**src/hw/nps_params.svh**
```systemverilog
// Offsets, field positions, reset values and command codes of the protection block.
`ifndef NPS_PARAMS_SVH
`define NPS_PARAMS_SVH
// ---------------------------------------------------------------
// Register byte offsets
// ---------------------------------------------------------------
`define NPS_OFS_PROT 8'h00
`define NPS_OFS_STAT 8'h04
`define NPS_OFS_CMD 8'h08
`define NPS_OFS_ADDR 8'h0c
// ---------------------------------------------------------------
// Field positions
// ---------------------------------------------------------------
`define NPS_EPS_HI 7
`define NPS_EPS_LO 6
`define NPS_FPS_HI 5
`define NPS_FPS_LO 0
`define NPS_BIT_CBEF 7
`define NPS_BIT_CCF 6
`define NPS_BIT_PVIOL 5
`define NPS_BIT_ACCERR 4
`define NPS_BIT_BLANK 2
// ---------------------------------------------------------------
// Protection ranges
// ---------------------------------------------------------------
`define NPS_EPS_NONE 2'h3
`define NPS_FPS_NONE 6'h3f
`define NPS_FPS_ALL 6'h18
`define NPS_FL_STEP 17'h00600
`define NPS_FL_END 17'h10000
`define NPS_FL_TOP 16'hffff
`define NPS_EE_TOP 16'h17ff
`define NPS_EE_LO2 16'h17f0
`define NPS_EE_LO1 16'h17e0
`define NPS_EE_LO0 16'h17c0
// ---------------------------------------------------------------
// Command codes and reset values
// ---------------------------------------------------------------
`define NPS_CMD_BLANK 8'h05
`define NPS_CMD_BYTE 8'h20
`define NPS_CMD_BURST 8'h25
`define NPS_CMD_SERASE 8'h40
`define NPS_CMD_MERASE 8'h41
`define NPS_CMD_ABORT 8'h47
`define NPS_CBEF_RST 1'b1
`define NPS_CCF_RST 1'b1
`define NPS_CODE_RST 8'h00
`define NPS_ADDR_RST 16'h0000
`endif

```
**src/hw/nps_pkg.sv**
```systemverilog
// Types shared by the protection and status block.
package nps_pkg;
  typedef enum logic [2:0]
  {
    SQ_IDLE = 3'b001,
    SQ_ADDR = 3'b010,
    SQ_CMD = 3'b100
  } nps_seq_e;

  typedef struct packed
  {
    logic [7:0] code;
    logic [15:0] addr;
  } nps_cmd_s;

  typedef struct packed
  {
    logic take;
    logic busy;
    logic done;
    logic blank_ok;
  } nps_seq_s;
endpackage : nps_pkg

```
**src/hw/nps_top.sv**
```systemverilog
// Protection register, command status register and launch checks of the NVM controller.
//
// The implementer's own choices: the Wishbone register port and the address map.
`timescale 1ns/10ps
`include "nps_params.svh"
// Functional notes
// RQ1: Protection loads from stored byte at reset.
// RQ2: Software reprograms stored byte, then resets.
// RQ3: Protection readable; writes may only tighten.
// RQ4: Bits 7:6 choose protected EEPROM top range.
// RQ5: Bits 5:0 choose protected FLASH top range.
// RQ6: EEPROM bits writable for temporary tightening.
// RQ7: Debug interface may rewrite protection freely.
// RQ8: Protected target refused, violation flag set.
// RQ9: Mass erase refused if anything protected.
// RQ10: Buffer-empty flag write-one launches command.
// RQ11: Complete flag follows idle; clears on launch.
// RQ12: Bad sequence or no divider sets error; the code checks the divider for program and erase codes only.
// RQ13: Stop during command sets access error.
// RQ14: Access error clears only by writing one.
// RQ15: Blank check result sets blank flag.
// RQ16: Blank flag clears on valid launch only.
// RQ17: Unknown command codes raise access error.
// RQ18: Status bits 3,1,0 read zero.
// RQ19: Flags update on clock; set beats clear.
module nps_top
  import nps_pkg::*;
(
  input wire logic ref_clk,
  input wire logic rst_n,
  input wire logic wb_cyc_i,
  input wire logic wb_stb_i,
  input wire logic wb_we_i,
  input wire logic [7:0] wb_adr_i,
  input wire logic [3:0] wb_sel_i,
  input wire logic [31:0] wb_dat_i,
  output logic [31:0] wb_dat_o,
  output logic wb_ack_o,
  input wire logic [7:0] stored_protection_byte,
  input wire logic bdm_prot_wr,
  input wire logic [7:0] bdm_prot_data,
  input wire logic div_init_done,
  input wire logic stop_mode,
  input wire nps_seq_s seq_i,
  output logic cmd_start_o,
  output nps_cmd_s cmd_o,
  output logic [7:0] prot_o
);
  // ---------------------------------------------------------------
  // State
  // ---------------------------------------------------------------
  logic ack_q;
  logic [31:0] rdat_q;
  logic [7:0] prot_q;
  logic [7:0] code_q;
  logic [15:0] addr_q;
  logic cbef_q;
  logic ccf_q;
  logic pviol_q;
  logic accerr_q;
  logic blank_q;
  logic blank_cmd_q;
  logic start_q;
  nps_cmd_s cmd_q;
  nps_seq_e st_q;
  nps_seq_e st_d;

  // ---------------------------------------------------------------
  // Bus decode
  // ---------------------------------------------------------------
  wire logic req = wb_cyc_i & wb_stb_i & ~ack_q;
  // Writes commit at the edge where the master sees ack, so a cycle that is
  // abandoned before its answer leaves every register untouched.
  wire logic wr = wb_cyc_i & wb_stb_i & ack_q & wb_we_i;
  wire logic lane0 = wb_sel_i[0];
  wire logic hit_prot = wb_adr_i == `NPS_OFS_PROT;
  wire logic hit_stat = wb_adr_i == `NPS_OFS_STAT;
  wire logic hit_cmd = wb_adr_i == `NPS_OFS_CMD;
  wire logic hit_addr = wb_adr_i == `NPS_OFS_ADDR;
  wire logic wr_prot = wr & hit_prot & lane0;
  wire logic wr_stat = wr & hit_stat & lane0;
  wire logic wr_cmd = wr & hit_cmd & lane0;
  wire logic wr_addr = wr & hit_addr & (|wb_sel_i[1:0]);
  wire logic w1c_pviol = wr_stat & wb_dat_i[`NPS_BIT_PVIOL];
  wire logic w1c_accerr = wr_stat & wb_dat_i[`NPS_BIT_ACCERR];
  wire logic launch = wr_stat & wb_dat_i[`NPS_BIT_CBEF] & cbef_q; // RQ10
  wire logic [15:0] addr_wr = {
    wb_sel_i[1] ? wb_dat_i[15:8] : addr_q[15:8],
    wb_sel_i[0] ? wb_dat_i[7:0] : addr_q[7:0]
  };

  // ---------------------------------------------------------------
  // Protection windows
  // ---------------------------------------------------------------
  wire logic [1:0] eeprom_protect_select = prot_q[`NPS_EPS_HI:`NPS_EPS_LO];
  wire logic [5:0] flash_protect_select = prot_q[`NPS_FPS_HI:`NPS_FPS_LO];
  wire logic [5:0] fl_steps = `NPS_FPS_NONE - flash_protect_select;
  wire logic [16:0] fl_span = 17'(fl_steps) * `NPS_FL_STEP;
  wire logic [16:0] fl_lo17 = `NPS_FL_END - fl_span;
  wire logic fl_all = flash_protect_select <= `NPS_FPS_ALL;
  wire logic [15:0] fl_lo = fl_all ? 16'h0000 : fl_lo17[15:0]; // RQ5
  wire logic fl_en = flash_protect_select != `NPS_FPS_NONE;
  wire logic ee_en = eeprom_protect_select != `NPS_EPS_NONE;
  wire logic [15:0] ee_lo = (eeprom_protect_select == 2'h2) ? `NPS_EE_LO2 :
    (eeprom_protect_select == 2'h1) ? `NPS_EE_LO1 : `NPS_EE_LO0; // RQ4
  wire logic fl_hit;
  wire logic ee_hit;

  nps_range_hit #(.AW(16)) u_fl_win (
    .en(fl_en),
    .lo(fl_lo),
    .hi(`NPS_FL_TOP),
    .addr(addr_q),
    .hit(fl_hit)
  );

  nps_range_hit #(.AW(16)) u_ee_win (
    .en(ee_en),
    .lo(ee_lo),
    .hi(`NPS_EE_TOP),
    .addr(addr_q),
    .hit(ee_hit)
  );

  // A write whose field value is larger would uncover memory. All FLASH
  // codes up to the full-array code protect the same area.
  wire logic [1:0] new_eps = wb_dat_i[`NPS_EPS_HI:`NPS_EPS_LO];
  wire logic [5:0] new_fps = wb_dat_i[`NPS_FPS_HI:`NPS_FPS_LO];
  wire logic fps_ok = (new_fps <= flash_protect_select) | (new_fps <= `NPS_FPS_ALL);
  wire logic prot_grow = (new_eps <= eeprom_protect_select) & fps_ok; // RQ3 RQ6
  wire logic prot_take = wr_prot & prot_grow & ~bdm_prot_wr;

  // ---------------------------------------------------------------
  // Launch checks
  // ---------------------------------------------------------------
  wire logic is_blank = code_q == `NPS_CMD_BLANK;
  wire logic is_merase = code_q == `NPS_CMD_MERASE;
  wire logic is_pe = (code_q == `NPS_CMD_BYTE) | (code_q == `NPS_CMD_BURST) |
    (code_q == `NPS_CMD_SERASE) | is_merase;
  wire logic code_ok = is_pe | is_blank | (code_q == `NPS_CMD_ABORT); // RQ17
  wire logic any_prot = fl_en | ee_en;
  wire logic in_cmd = st_q == SQ_CMD;
  wire logic bad_launch = launch & (~in_cmd | ~code_ok |
    (is_pe & ~div_init_done) | pviol_q | accerr_q); // RQ12 RQ17
  wire logic viol = launch & ~bad_launch & is_pe &
    (fl_hit | ee_hit | (is_merase & any_prot)); // RQ8 RQ9
  wire logic launch_ok = launch & ~bad_launch & ~viol;
  wire logic bad_addr = wr_addr & ((st_q != SQ_IDLE) | ~cbef_q);
  wire logic bad_cmd = wr_cmd & (st_q != SQ_ADDR);
  wire logic seq_err = bad_launch | bad_addr | bad_cmd; // RQ12
  wire logic stop_err = stop_mode & ~ccf_q; // RQ13
  wire logic blank_set = seq_i.done & seq_i.blank_ok & blank_cmd_q; // RQ15

  // ---------------------------------------------------------------
  // Command sequence
  // ---------------------------------------------------------------
  always_comb
  begin
    st_d = st_q;
    case (st_q)
      SQ_IDLE:
      begin
        if (wr_addr & cbef_q)
          st_d = SQ_ADDR;
        else if (wr_cmd | launch)
          st_d = SQ_IDLE;
      end
      SQ_ADDR:
      begin
        if (wr_cmd)
          st_d = SQ_CMD;
        else if (wr_addr | launch)
          st_d = SQ_IDLE;
      end
      SQ_CMD:
      begin
        if (launch | wr_addr | wr_cmd)
          st_d = SQ_IDLE;
      end
      default:
      begin
        st_d = SQ_IDLE;
      end
    endcase
  end

  // ---------------------------------------------------------------
  // Read data
  // ---------------------------------------------------------------
  wire logic [7:0] stat_val = {cbef_q, ccf_q, pviol_q, accerr_q,
    1'b0, blank_q, 2'b00}; // RQ18
  wire logic [31:0] rd_mux = hit_prot ? {24'h000000, prot_q} :
    hit_stat ? {24'h000000, stat_val} :
    hit_cmd ? {24'h000000, code_q} :
    hit_addr ? {16'h0000, addr_q} : 32'h00000000;

  // ---------------------------------------------------------------
  // Registers
  // ---------------------------------------------------------------
  always_ff @(posedge ref_clk)
  begin
    if (!rst_n)
    begin
      ack_q <= 1'b0;
      rdat_q <= 32'h00000000;
      st_q <= SQ_IDLE;
    end
    else
    begin
      ack_q <= req;
      rdat_q <= rd_mux;
      st_q <= st_d;
    end
  end

  // The stored byte is taken on every reset cycle, so it is in force at release.
  always_ff @(posedge ref_clk)
  begin
    if (!rst_n)
      prot_q <= stored_protection_byte; // RQ1
    else if (bdm_prot_wr)
      prot_q <= bdm_prot_data; // RQ7
    else if (prot_take)
      prot_q <= wb_dat_i[7:0]; // RQ3
  end

  always_ff @(posedge ref_clk)
  begin
    if (!rst_n)
    begin
      code_q <= `NPS_CODE_RST;
      addr_q <= `NPS_ADDR_RST;
    end
    else
    begin
      if (wr_cmd)
        code_q <= wb_dat_i[7:0];
      if (wr_addr)
        addr_q <= addr_wr;
    end
  end

  always_ff @(posedge ref_clk)
  begin
    if (!rst_n)
    begin
      cbef_q <= `NPS_CBEF_RST;
      ccf_q <= `NPS_CCF_RST;
    end
    else
    begin
      cbef_q <= seq_i.take | (cbef_q & ~launch_ok); // RQ10
      ccf_q <= cbef_q & ~launch_ok & ~seq_i.busy; // RQ11
    end
  end

  // Set wins over a write-one clear that lands in the same cycle.
  always_ff @(posedge ref_clk)
  begin
    if (!rst_n)
    begin
      pviol_q <= 1'b0;
      accerr_q <= 1'b0;
      blank_q <= 1'b0;
    end
    else
    begin
      pviol_q <= viol | (pviol_q & ~w1c_pviol); // RQ8 RQ19
      accerr_q <= seq_err | stop_err | (accerr_q & ~w1c_accerr); // RQ14 RQ19
      blank_q <= blank_set | (blank_q & ~launch_ok); // RQ15 RQ16
    end
  end

  always_ff @(posedge ref_clk)
  begin
    if (!rst_n)
    begin
      blank_cmd_q <= 1'b0;
      start_q <= 1'b0;
      cmd_q <= '0;
    end
    else
    begin
      start_q <= launch_ok;
      if (launch_ok)
      begin
        blank_cmd_q <= is_blank;
        cmd_q <= '{code: code_q, addr: addr_q};
      end
    end
  end

  assign wb_ack_o = ack_q;
  assign wb_dat_o = rdat_q;
  assign cmd_start_o = start_q;
  assign cmd_o = cmd_q;
  assign prot_o = prot_q;
endmodule : nps_top

```
**src/hw/nps_range_hit.sv**
```systemverilog
// Address window compare used for each protected region.
`timescale 1ns/10ps
module nps_range_hit #(
  parameter int AW = 16
) (
  input wire logic en,
  input wire logic [AW-1:0] lo,
  input wire logic [AW-1:0] hi,
  input wire logic [AW-1:0] addr,
  output logic hit
);
  if (AW < 2)
  begin : g_chk
    $error("nps_range_hit: AW too small");
  end

  assign hit = en & (addr >= lo) & (addr <= hi);
endmodule : nps_range_hit

```
**config.mk**
```make
export PLATFORM = sky130hd
export DESIGN_NAME = nps_top
export DESIGN_NICKNAME = d
export VERILOG_FILES = /design/src/hw/nps_pkg.sv /design/src/hw/nps_top.sv /design/src/hw/nps_range_hit.sv
export VERILOG_INCLUDE_DIRS = /design/src /design/src/hw
export SDC_FILE = /design/constraint.sdc
export NUM_CORES = 1
export LEC_CHECK = 0
export BUFFER_PORTS_ARGS = -buffer_cell sky130_fd_sc_hd__buf_2
export CORE_ASPECT_RATIO = 1.2
export CORE_MARGIN = 1
export CORE_UTILIZATION = 50
export DETAILED_ROUTE_END_ITERATION = 10
export GPL_ROUTABILITY_DRIVEN = 0
export PLACE_DENSITY = 0.78
export SYNTH_ARGS = -nofsm -noshare
export SYNTH_HDL_FRONTEND = slang
export SYNTH_HIERARCHICAL = 1
export SYNTH_SLANG_ARGS = --single-unit
```
**constraint.sdc**
```tcl
create_clock -name ref_clk -period 3.74 [get_ports ref_clk]
set_input_delay 0.187 -clock ref_clk [delete_from_list [all_inputs] [get_ports ref_clk]]
set_output_delay 0.187 -clock ref_clk [all_outputs]
set_load 0.1 [all_outputs]
```
Yosys cells after proc, flatten, opt, wreduce, memory -nomap -nowiden:

Cells that the tools add are included.

* $add $sub $neg: 2
* reductions and logical operators: 7
* $mul: 1
* order comparisons: 8
* bitwise gates (word level): 80
* muxes and demuxes: 16
* equal/unequal tests: 22

Operators with widths (number)
* 8-bit 2-to-1 mux: 7
* 1-bit AND: 41
* 8-bit by 7-bit equality test with 1-bit output (second input constant): 3
* 1-bit OR: 24
* 8-bit by 3-bit equality test with 1-bit output (second input constant): 2
* 8-bit by 4-bit equality test with 1-bit output (second input constant): 2
* 8-bit by 6-bit equality test with 1-bit output (second input constant): 2
* 16-bit by 13-bit >= comparator with 1-bit output: 1
* 16-bit >= comparator: 1
* 16-bit by 13-bit <= comparator with 1-bit output (second input constant): 1
* 16-bit <= comparator (second input constant): 1
* 16-bit 2-to-1 mux: 1
* 1-bit by 16-bit subtractor with 16-bit output (first input constant): 1
* 3-bit 2-to-1 mux: 5
* 1-bit NOT: 15
* 6-bit by 5-bit <= comparator with 1-bit output (second input constant): 2
* 6-bit 2-to-1 mux: 2
* 3-bit case mux with 3 select lines: 1
* 8-bit zero test: 1
* 6-bit by 2-bit multiplier with 7-bit output (second input constant): 1
* 6-bit <= comparator: 1
* 3-bit by 1-bit != test with 1-bit output (second input constant): 2
* 3-bit != test (second input constant): 2
* 6-bit != test (second input constant): 1
* 15 further kinds: 16

* register bits after elaboration: 99

Longest topological paths before layout:

* depth in word-level cells: 21
* gate-level depth with buffers: 21
* gate-level depth less buffers: 20

Modules after synthesis:

Netlist, hierarchy kept.

Modules (own cells, without submodules)
* nps_top: area each 4262.8 um^2, instances 1, cells an instance 507, seq. area each 1741.7 um^2
* nps_range_hit (u_fl_win): area each 793.3 um^2, instances 1, cells an instance 113, seq. area each 0.0 um^2
* nps_range_hit (u_ee_win): area each 790.8 um^2, instances 1, cells an instance 113, seq. area each 0.0 um^2

Worst setup path before layout:

Ideal clock, no wire load.

* path type: reg-to-reg
* start: reg prot_q[0], in the netlist prot_o[0]
* end: reg cmd_q, in the netlist cmd_o[18]
* arrival time: 4.398 ns
* library setup time: 0.070 ns
* period minus slack after synthesis: 4.469 ns
* slack: -0.729 ns
* cell stages (with the launch flop): 19
* required time: 3.670 ns
* cells stage by stage: edfxtp_1 > inv_1 > ha_1 > inv_1 > fa_1 > xnor2_1 > nor2_1 > inv_1 > ha_1 > a21oi_1 > o21ai_0 > a2111o_1 > o21ai_0 > a22oi_1 > or2_2 > a32oi_1 > clkbuf_1 > nand3_1 > a21oi_1

* word-level cells in the longest chain between the ends: 12
* elaborated cells on any way between the ends: 16
* those cells by class: 2 x add/sub; 1 x mul; 2 x order compare; 1 x eq/ne; 1 x mux; 9 x bitwise

Ends and longest elaborated chain
* start, declared: RTL line nps_top.sv:54 `logic [7:0] prot_q;`
* start signal, assigned: RTL line nps_top.sv:220 `prot_q <= stored_protection_byte;`
* start signal, assigned: RTL line nps_top.sv:222 `prot_q <= bdm_prot_data;`
* start signal, assigned: RTL line nps_top.sv:224 `prot_q <= wb_dat_i[7:0];`
* 6-bit subtractor (no source line)
* 6-bit by 2-bit multiplier with 7-bit output (no source line)
* 1-bit by 16-bit subtractor with 16-bit output (no source line)
* 16-bit 2-to-1 mux *: RTL line nps_top.sv:101 `wire logic [15:0] fl_lo = fl_all ? 16'h0000 : fl_lo17[15:0];`
* net fl_lo[11]: RTL line nps_top.sv:101
* 16-bit >= comparator *: RTL line nps_range_hit.sv:17 `assign hit = en & (addr >= lo) & (addr <= hi);`
* 1-bit AND * (2 in a row): RTL line nps_range_hit.sv:17
* net fl_hit: RTL line nps_top.sv:106 `wire logic fl_hit;`
* 1-bit OR * (2 in a row): RTL line nps_top.sv:146 `(fl_hit | ee_hit | (is_merase & any_prot));`
* 1-bit AND *: RTL line nps_top.sv:145 `wire logic viol = launch & ~bad_launch & is_pe &`
* 1-bit NOT *: RTL line nps_top.sv:147 `wire logic launch_ok = launch & ~bad_launch & ~viol;`
* 1-bit AND *: RTL line nps_top.sv:147
* end signal, assigned: RTL line nps_top.sv:288 `cmd_q <= '{code: code_q, addr: addr_q};`
* end, declared: RTL line nps_top.sv:64 `nps_cmd_s cmd_q;`

The timed path passes the listed nets; every way through them passes the cells marked *.
A chain may end at the register's enable or synchronous reset.

Worst setup path in the final report:

* start: reg prot_q[1], in the netlist prot_o[1]
* end: reg cmd_q, in the netlist cmd_o[22]

The elaborated chain is that of the path after synthesis.

==> impl_metrics.tcl <==
set metrics [dict create \
    grt_setup_unrepaired "true" \
    final_max_slew_viol_count 0 \
    die_x_um 101 \
    hold_start "seq_i[2]" \
    start_util_pct 52.2 \
    wl_um 15100 \
    cts_tree "yes" \
    cp_slowest_stage_delay_ps 390 \
    crit_type "register to register" \
    met1_usage_pct 32.5 \
    synth_edf_count 8 \
    ant_nets 0 \
    grt_pass1_vias 5160 \
    row_count 42 \
    fin_skew_ps 8.16 \
    synth_top_area_cell "dfxtp_1" \
    critPathCaptureType "register" \
    ys_top_cells_by_area "dfxtp_1 26%, ha_1 18%, a21oi_1 7.6%" \
    status "finished, violations left" \
    worst_slack_ps -138 \
    fin_crit_sh_pct 104 \
    min_path_type "input pin to register" \
    grtUsageMet2_pct 46.0 \
    crit_arrival_ps 4060 \
    n_antenna_cell 0 \
    grt_pass1_wl_um 24700 \
    final_cell_mix "103 x buf_2, 88 x nand2_1, 87 x a21oi_1" \
    r2r-start "prot_o[1]$_DFFE_PP_" \
    clkSinkCount 83 \
    cts.clk_slew.worst_paths_ps 60 \
    yosys_warnings 6 \
    num_vias 5634 \
    cts_hold_buf 0 \
    powerDensity_nw_per_um2 332 \
    synthCells 733 \
    syn2layout_area_growth_pct 23.5 \
    regArea_um2 1740 \
    grt_use_met3_pct 2.77 \
    drive_gt1_share_pct 20.7 \
    final_common_cell "buf_2" \
    critPathMaxFanout 8 \
    grt_max_degree 60 \
    crit_slowest_cell "edfxtp_1" \
    num_io_pins 138 \
    leakage_nw 3.62 \
    grt-ovfl-total 0 \
    busiest_layer "met2" \
    hold_viol_final 0 \
    layout.cells.non_filler 1062 \
    grt_usage_pct 25.8 \
    netlist_area_um2 5850 \
    numCtsBuffers 9 \
    num-fill-cells 994 \
    wl_per_cell_um 14.3 \
    drt-pass1-iter-count 5 \
    drv_cap 0 \
    port-buffer-count 103 \
    setup_viol 24 \
    layout_min_cycle_time_ps 3880 \
    die_area_um2 12100 \
    startpoint_type "register" \
    setup.worst_path.start "prot_o[1]$_DFFE_PP_" \
    relSlewSlack_pct 39.9 \
    nets 1060 \
    route.detailed.drc 0 \
    drt-vias-per-instance 5.31 \
    syn_area_per_cell_um2 7.98 \
    worstPathCellList "inv_2 > ha_4 > inv_2 > fa_2 > buf_4 > xor2_2 > and3_1 > xnor2_1 > nor2_1 > inv_1 > ha_1 > a21o_1 > a21oi_1 > nor2b_1 > o21ai_1 > a22oi_2 > or2_4 > a32o_2 > buf_6 > o21ai_1 > a21oi_1" \
    antenna_found_initial 0 \
    cts-root-buf "clkbuf_16" \
    fmax_mhz 258 \
    insertion_delay_ps 330 \
    clock_path_buffers 2 \
    vdd_drop_max_mv 0.258 \
    synth_seq_cells 83 \
    worst_slew_pin_slew_ps 894 \
    ys_async_sr_fraction_pct 0 \
    r2r_slack_ps -140 \
    place_inst 1041 \
    violations "setup timing" \
    htree_levels 3 \
    netlist-cell-type-count 61 \
    fin_util_pct 64.5 \
    die_y_um 120 \
    place_hpwl_um 11400 \
    worstPathRequired_ps 3930 \
    multi_input_area_um2 3920 \
    ys_seq_area_share_pct 29.8 \
    synth_flop_cell "dfxtp_1" \
    coreArea_um2 11200 \
    drt_iter0_markers 345 \
    synth_top_cell_area_share_pct 25.7 \
]
area by class of cell:
type / instances / area share (%)
multi-input combinational: 597 / 54.3
timing repair buffer: 132 / 10.7
sequential: 83 / 24.1
tap: 154 / 2.67
clock inverter: 5 / 0.503
clock buffer: 11 / 3.50
inverter: 80 / 4.16
repair_timing:
item,4_1_cts,5_1_grt
gates resized for setup,6,13
buffers inserted,3,1
pin swaps,9,12
gates cloned,0,1
setup endpoints to repair,29,30
critical path, delay by kind of cell (launching register included):
| kind | cells | cell delay [ps] |
|---|---|---|
| adders and majority gates | 3 | 820 |
| buffers and inverters | 5 | 520 |
| and+or+nand+nor | 4 | 630 |
| xor gates and xnor gates | 2 | 260 |
| AOI/OAI and AO/OA | 7 | 1110 |
| DFF | 1 | 390 |
logic make-up (layout without fill, tap and decap cells):
group	Yosys count	count (layout)	synth area share, %
simple gates	241	241	20.5
compound gates	179	179	18.4
buf+inv	122	228	9.42
fa+ha+maj	85	85	18.3
flops	83	83	29.8
mux	12	12	2.05
xor+xnor	9	9	1.35
other cells	2	71	0.128
metrics by stage:
step	total power [mW]	area [µm²]	setup slack (ps)	hold WS [ps]	setup TNS [ps]
after floorplan	1.42	6160	-390	293	-10420
after global placement	1.54	6800	-45.9	374	-94.6
after detailed placement	1.55	6800	-122	374	-1910
after CTS	2.39	7120	-79.4	38.3	-1100
after global routing	2.52	7220	-325	37.6	-8000
final	2.40	7220	-138	31.7	-2380
cells in the mapped netlist (6+ instances only):
| cell type | n |
|---|---|
| edfxtp_1 | 8 |
| mux2i_1 | 12 |
| nand2_1 | 89 |
| buf_4 | 17 |
| o21ai_1 | 9 |
| o21ai_0 | 27 |
| nor2b_1 | 8 |
| o21ai_2 | 11 |
| ha_1 | 84 |
| nand4_1 | 14 |
| a221oi_1 | 7 |
| o21a_1 | 6 |
| and3_1 | 15 |
| nor3_1 | 8 |
| dfxtp_1 | 75 |
| a21oi_1 | 89 |
| a22oi_1 | 7 |
| inv_1 | 79 |
| clkbuf_1 | 20 |
| nor2_1 | 39 |
| nand3_1 | 35 |
flip-flops by register name, indices dropped and copies added, names as in the netlist:
| register | flops |
|---|---|
| st_q | 3 |
| pviol_q | 1 |
| cmd_start_o | 1 |
| ccf_q | 1 |
| wb_dat_o | 16 |
| blank_cmd_q | 1 |
| cmd_o | 24 |
| addr_q | 16 |
| accerr_q | 1 |
| cbef_q | 1 |
| prot_o | 8 |
| wb_ack_o | 1 |
| blank_q | 1 |
| code_q | 8 |
per-layer routing:
layer	vias to the layer above	part of all wire, %
met5	-	0
met2	227	50
li1	2847	-
met1	2532	42
met3	28	6.3
met4	0	2.1
path summary, 6_finish.rpt:
path                                               end  depth (start not counted)
worst max-delay path            cmd_o[22]$_SDFFE_PN0P_                         21
worst min-delay path                  ccf_q$_SDFF_PN1_                          2
worst max register to register  cmd_o[22]$_SDFFE_PN0P_                         21
worst min register to register     wb_ack_o$_SDFF_PN0_                          1
power by group:
group	leakage, nW	switching [mW]	internal [mW]	total [mW]
clock	0.142	0.355	0.487	0.842
combinational	2.79	0.396	0.218	0.614
sequential	0.685	0.0203	0.919	0.940
Power figures use the tool's default switching activity.
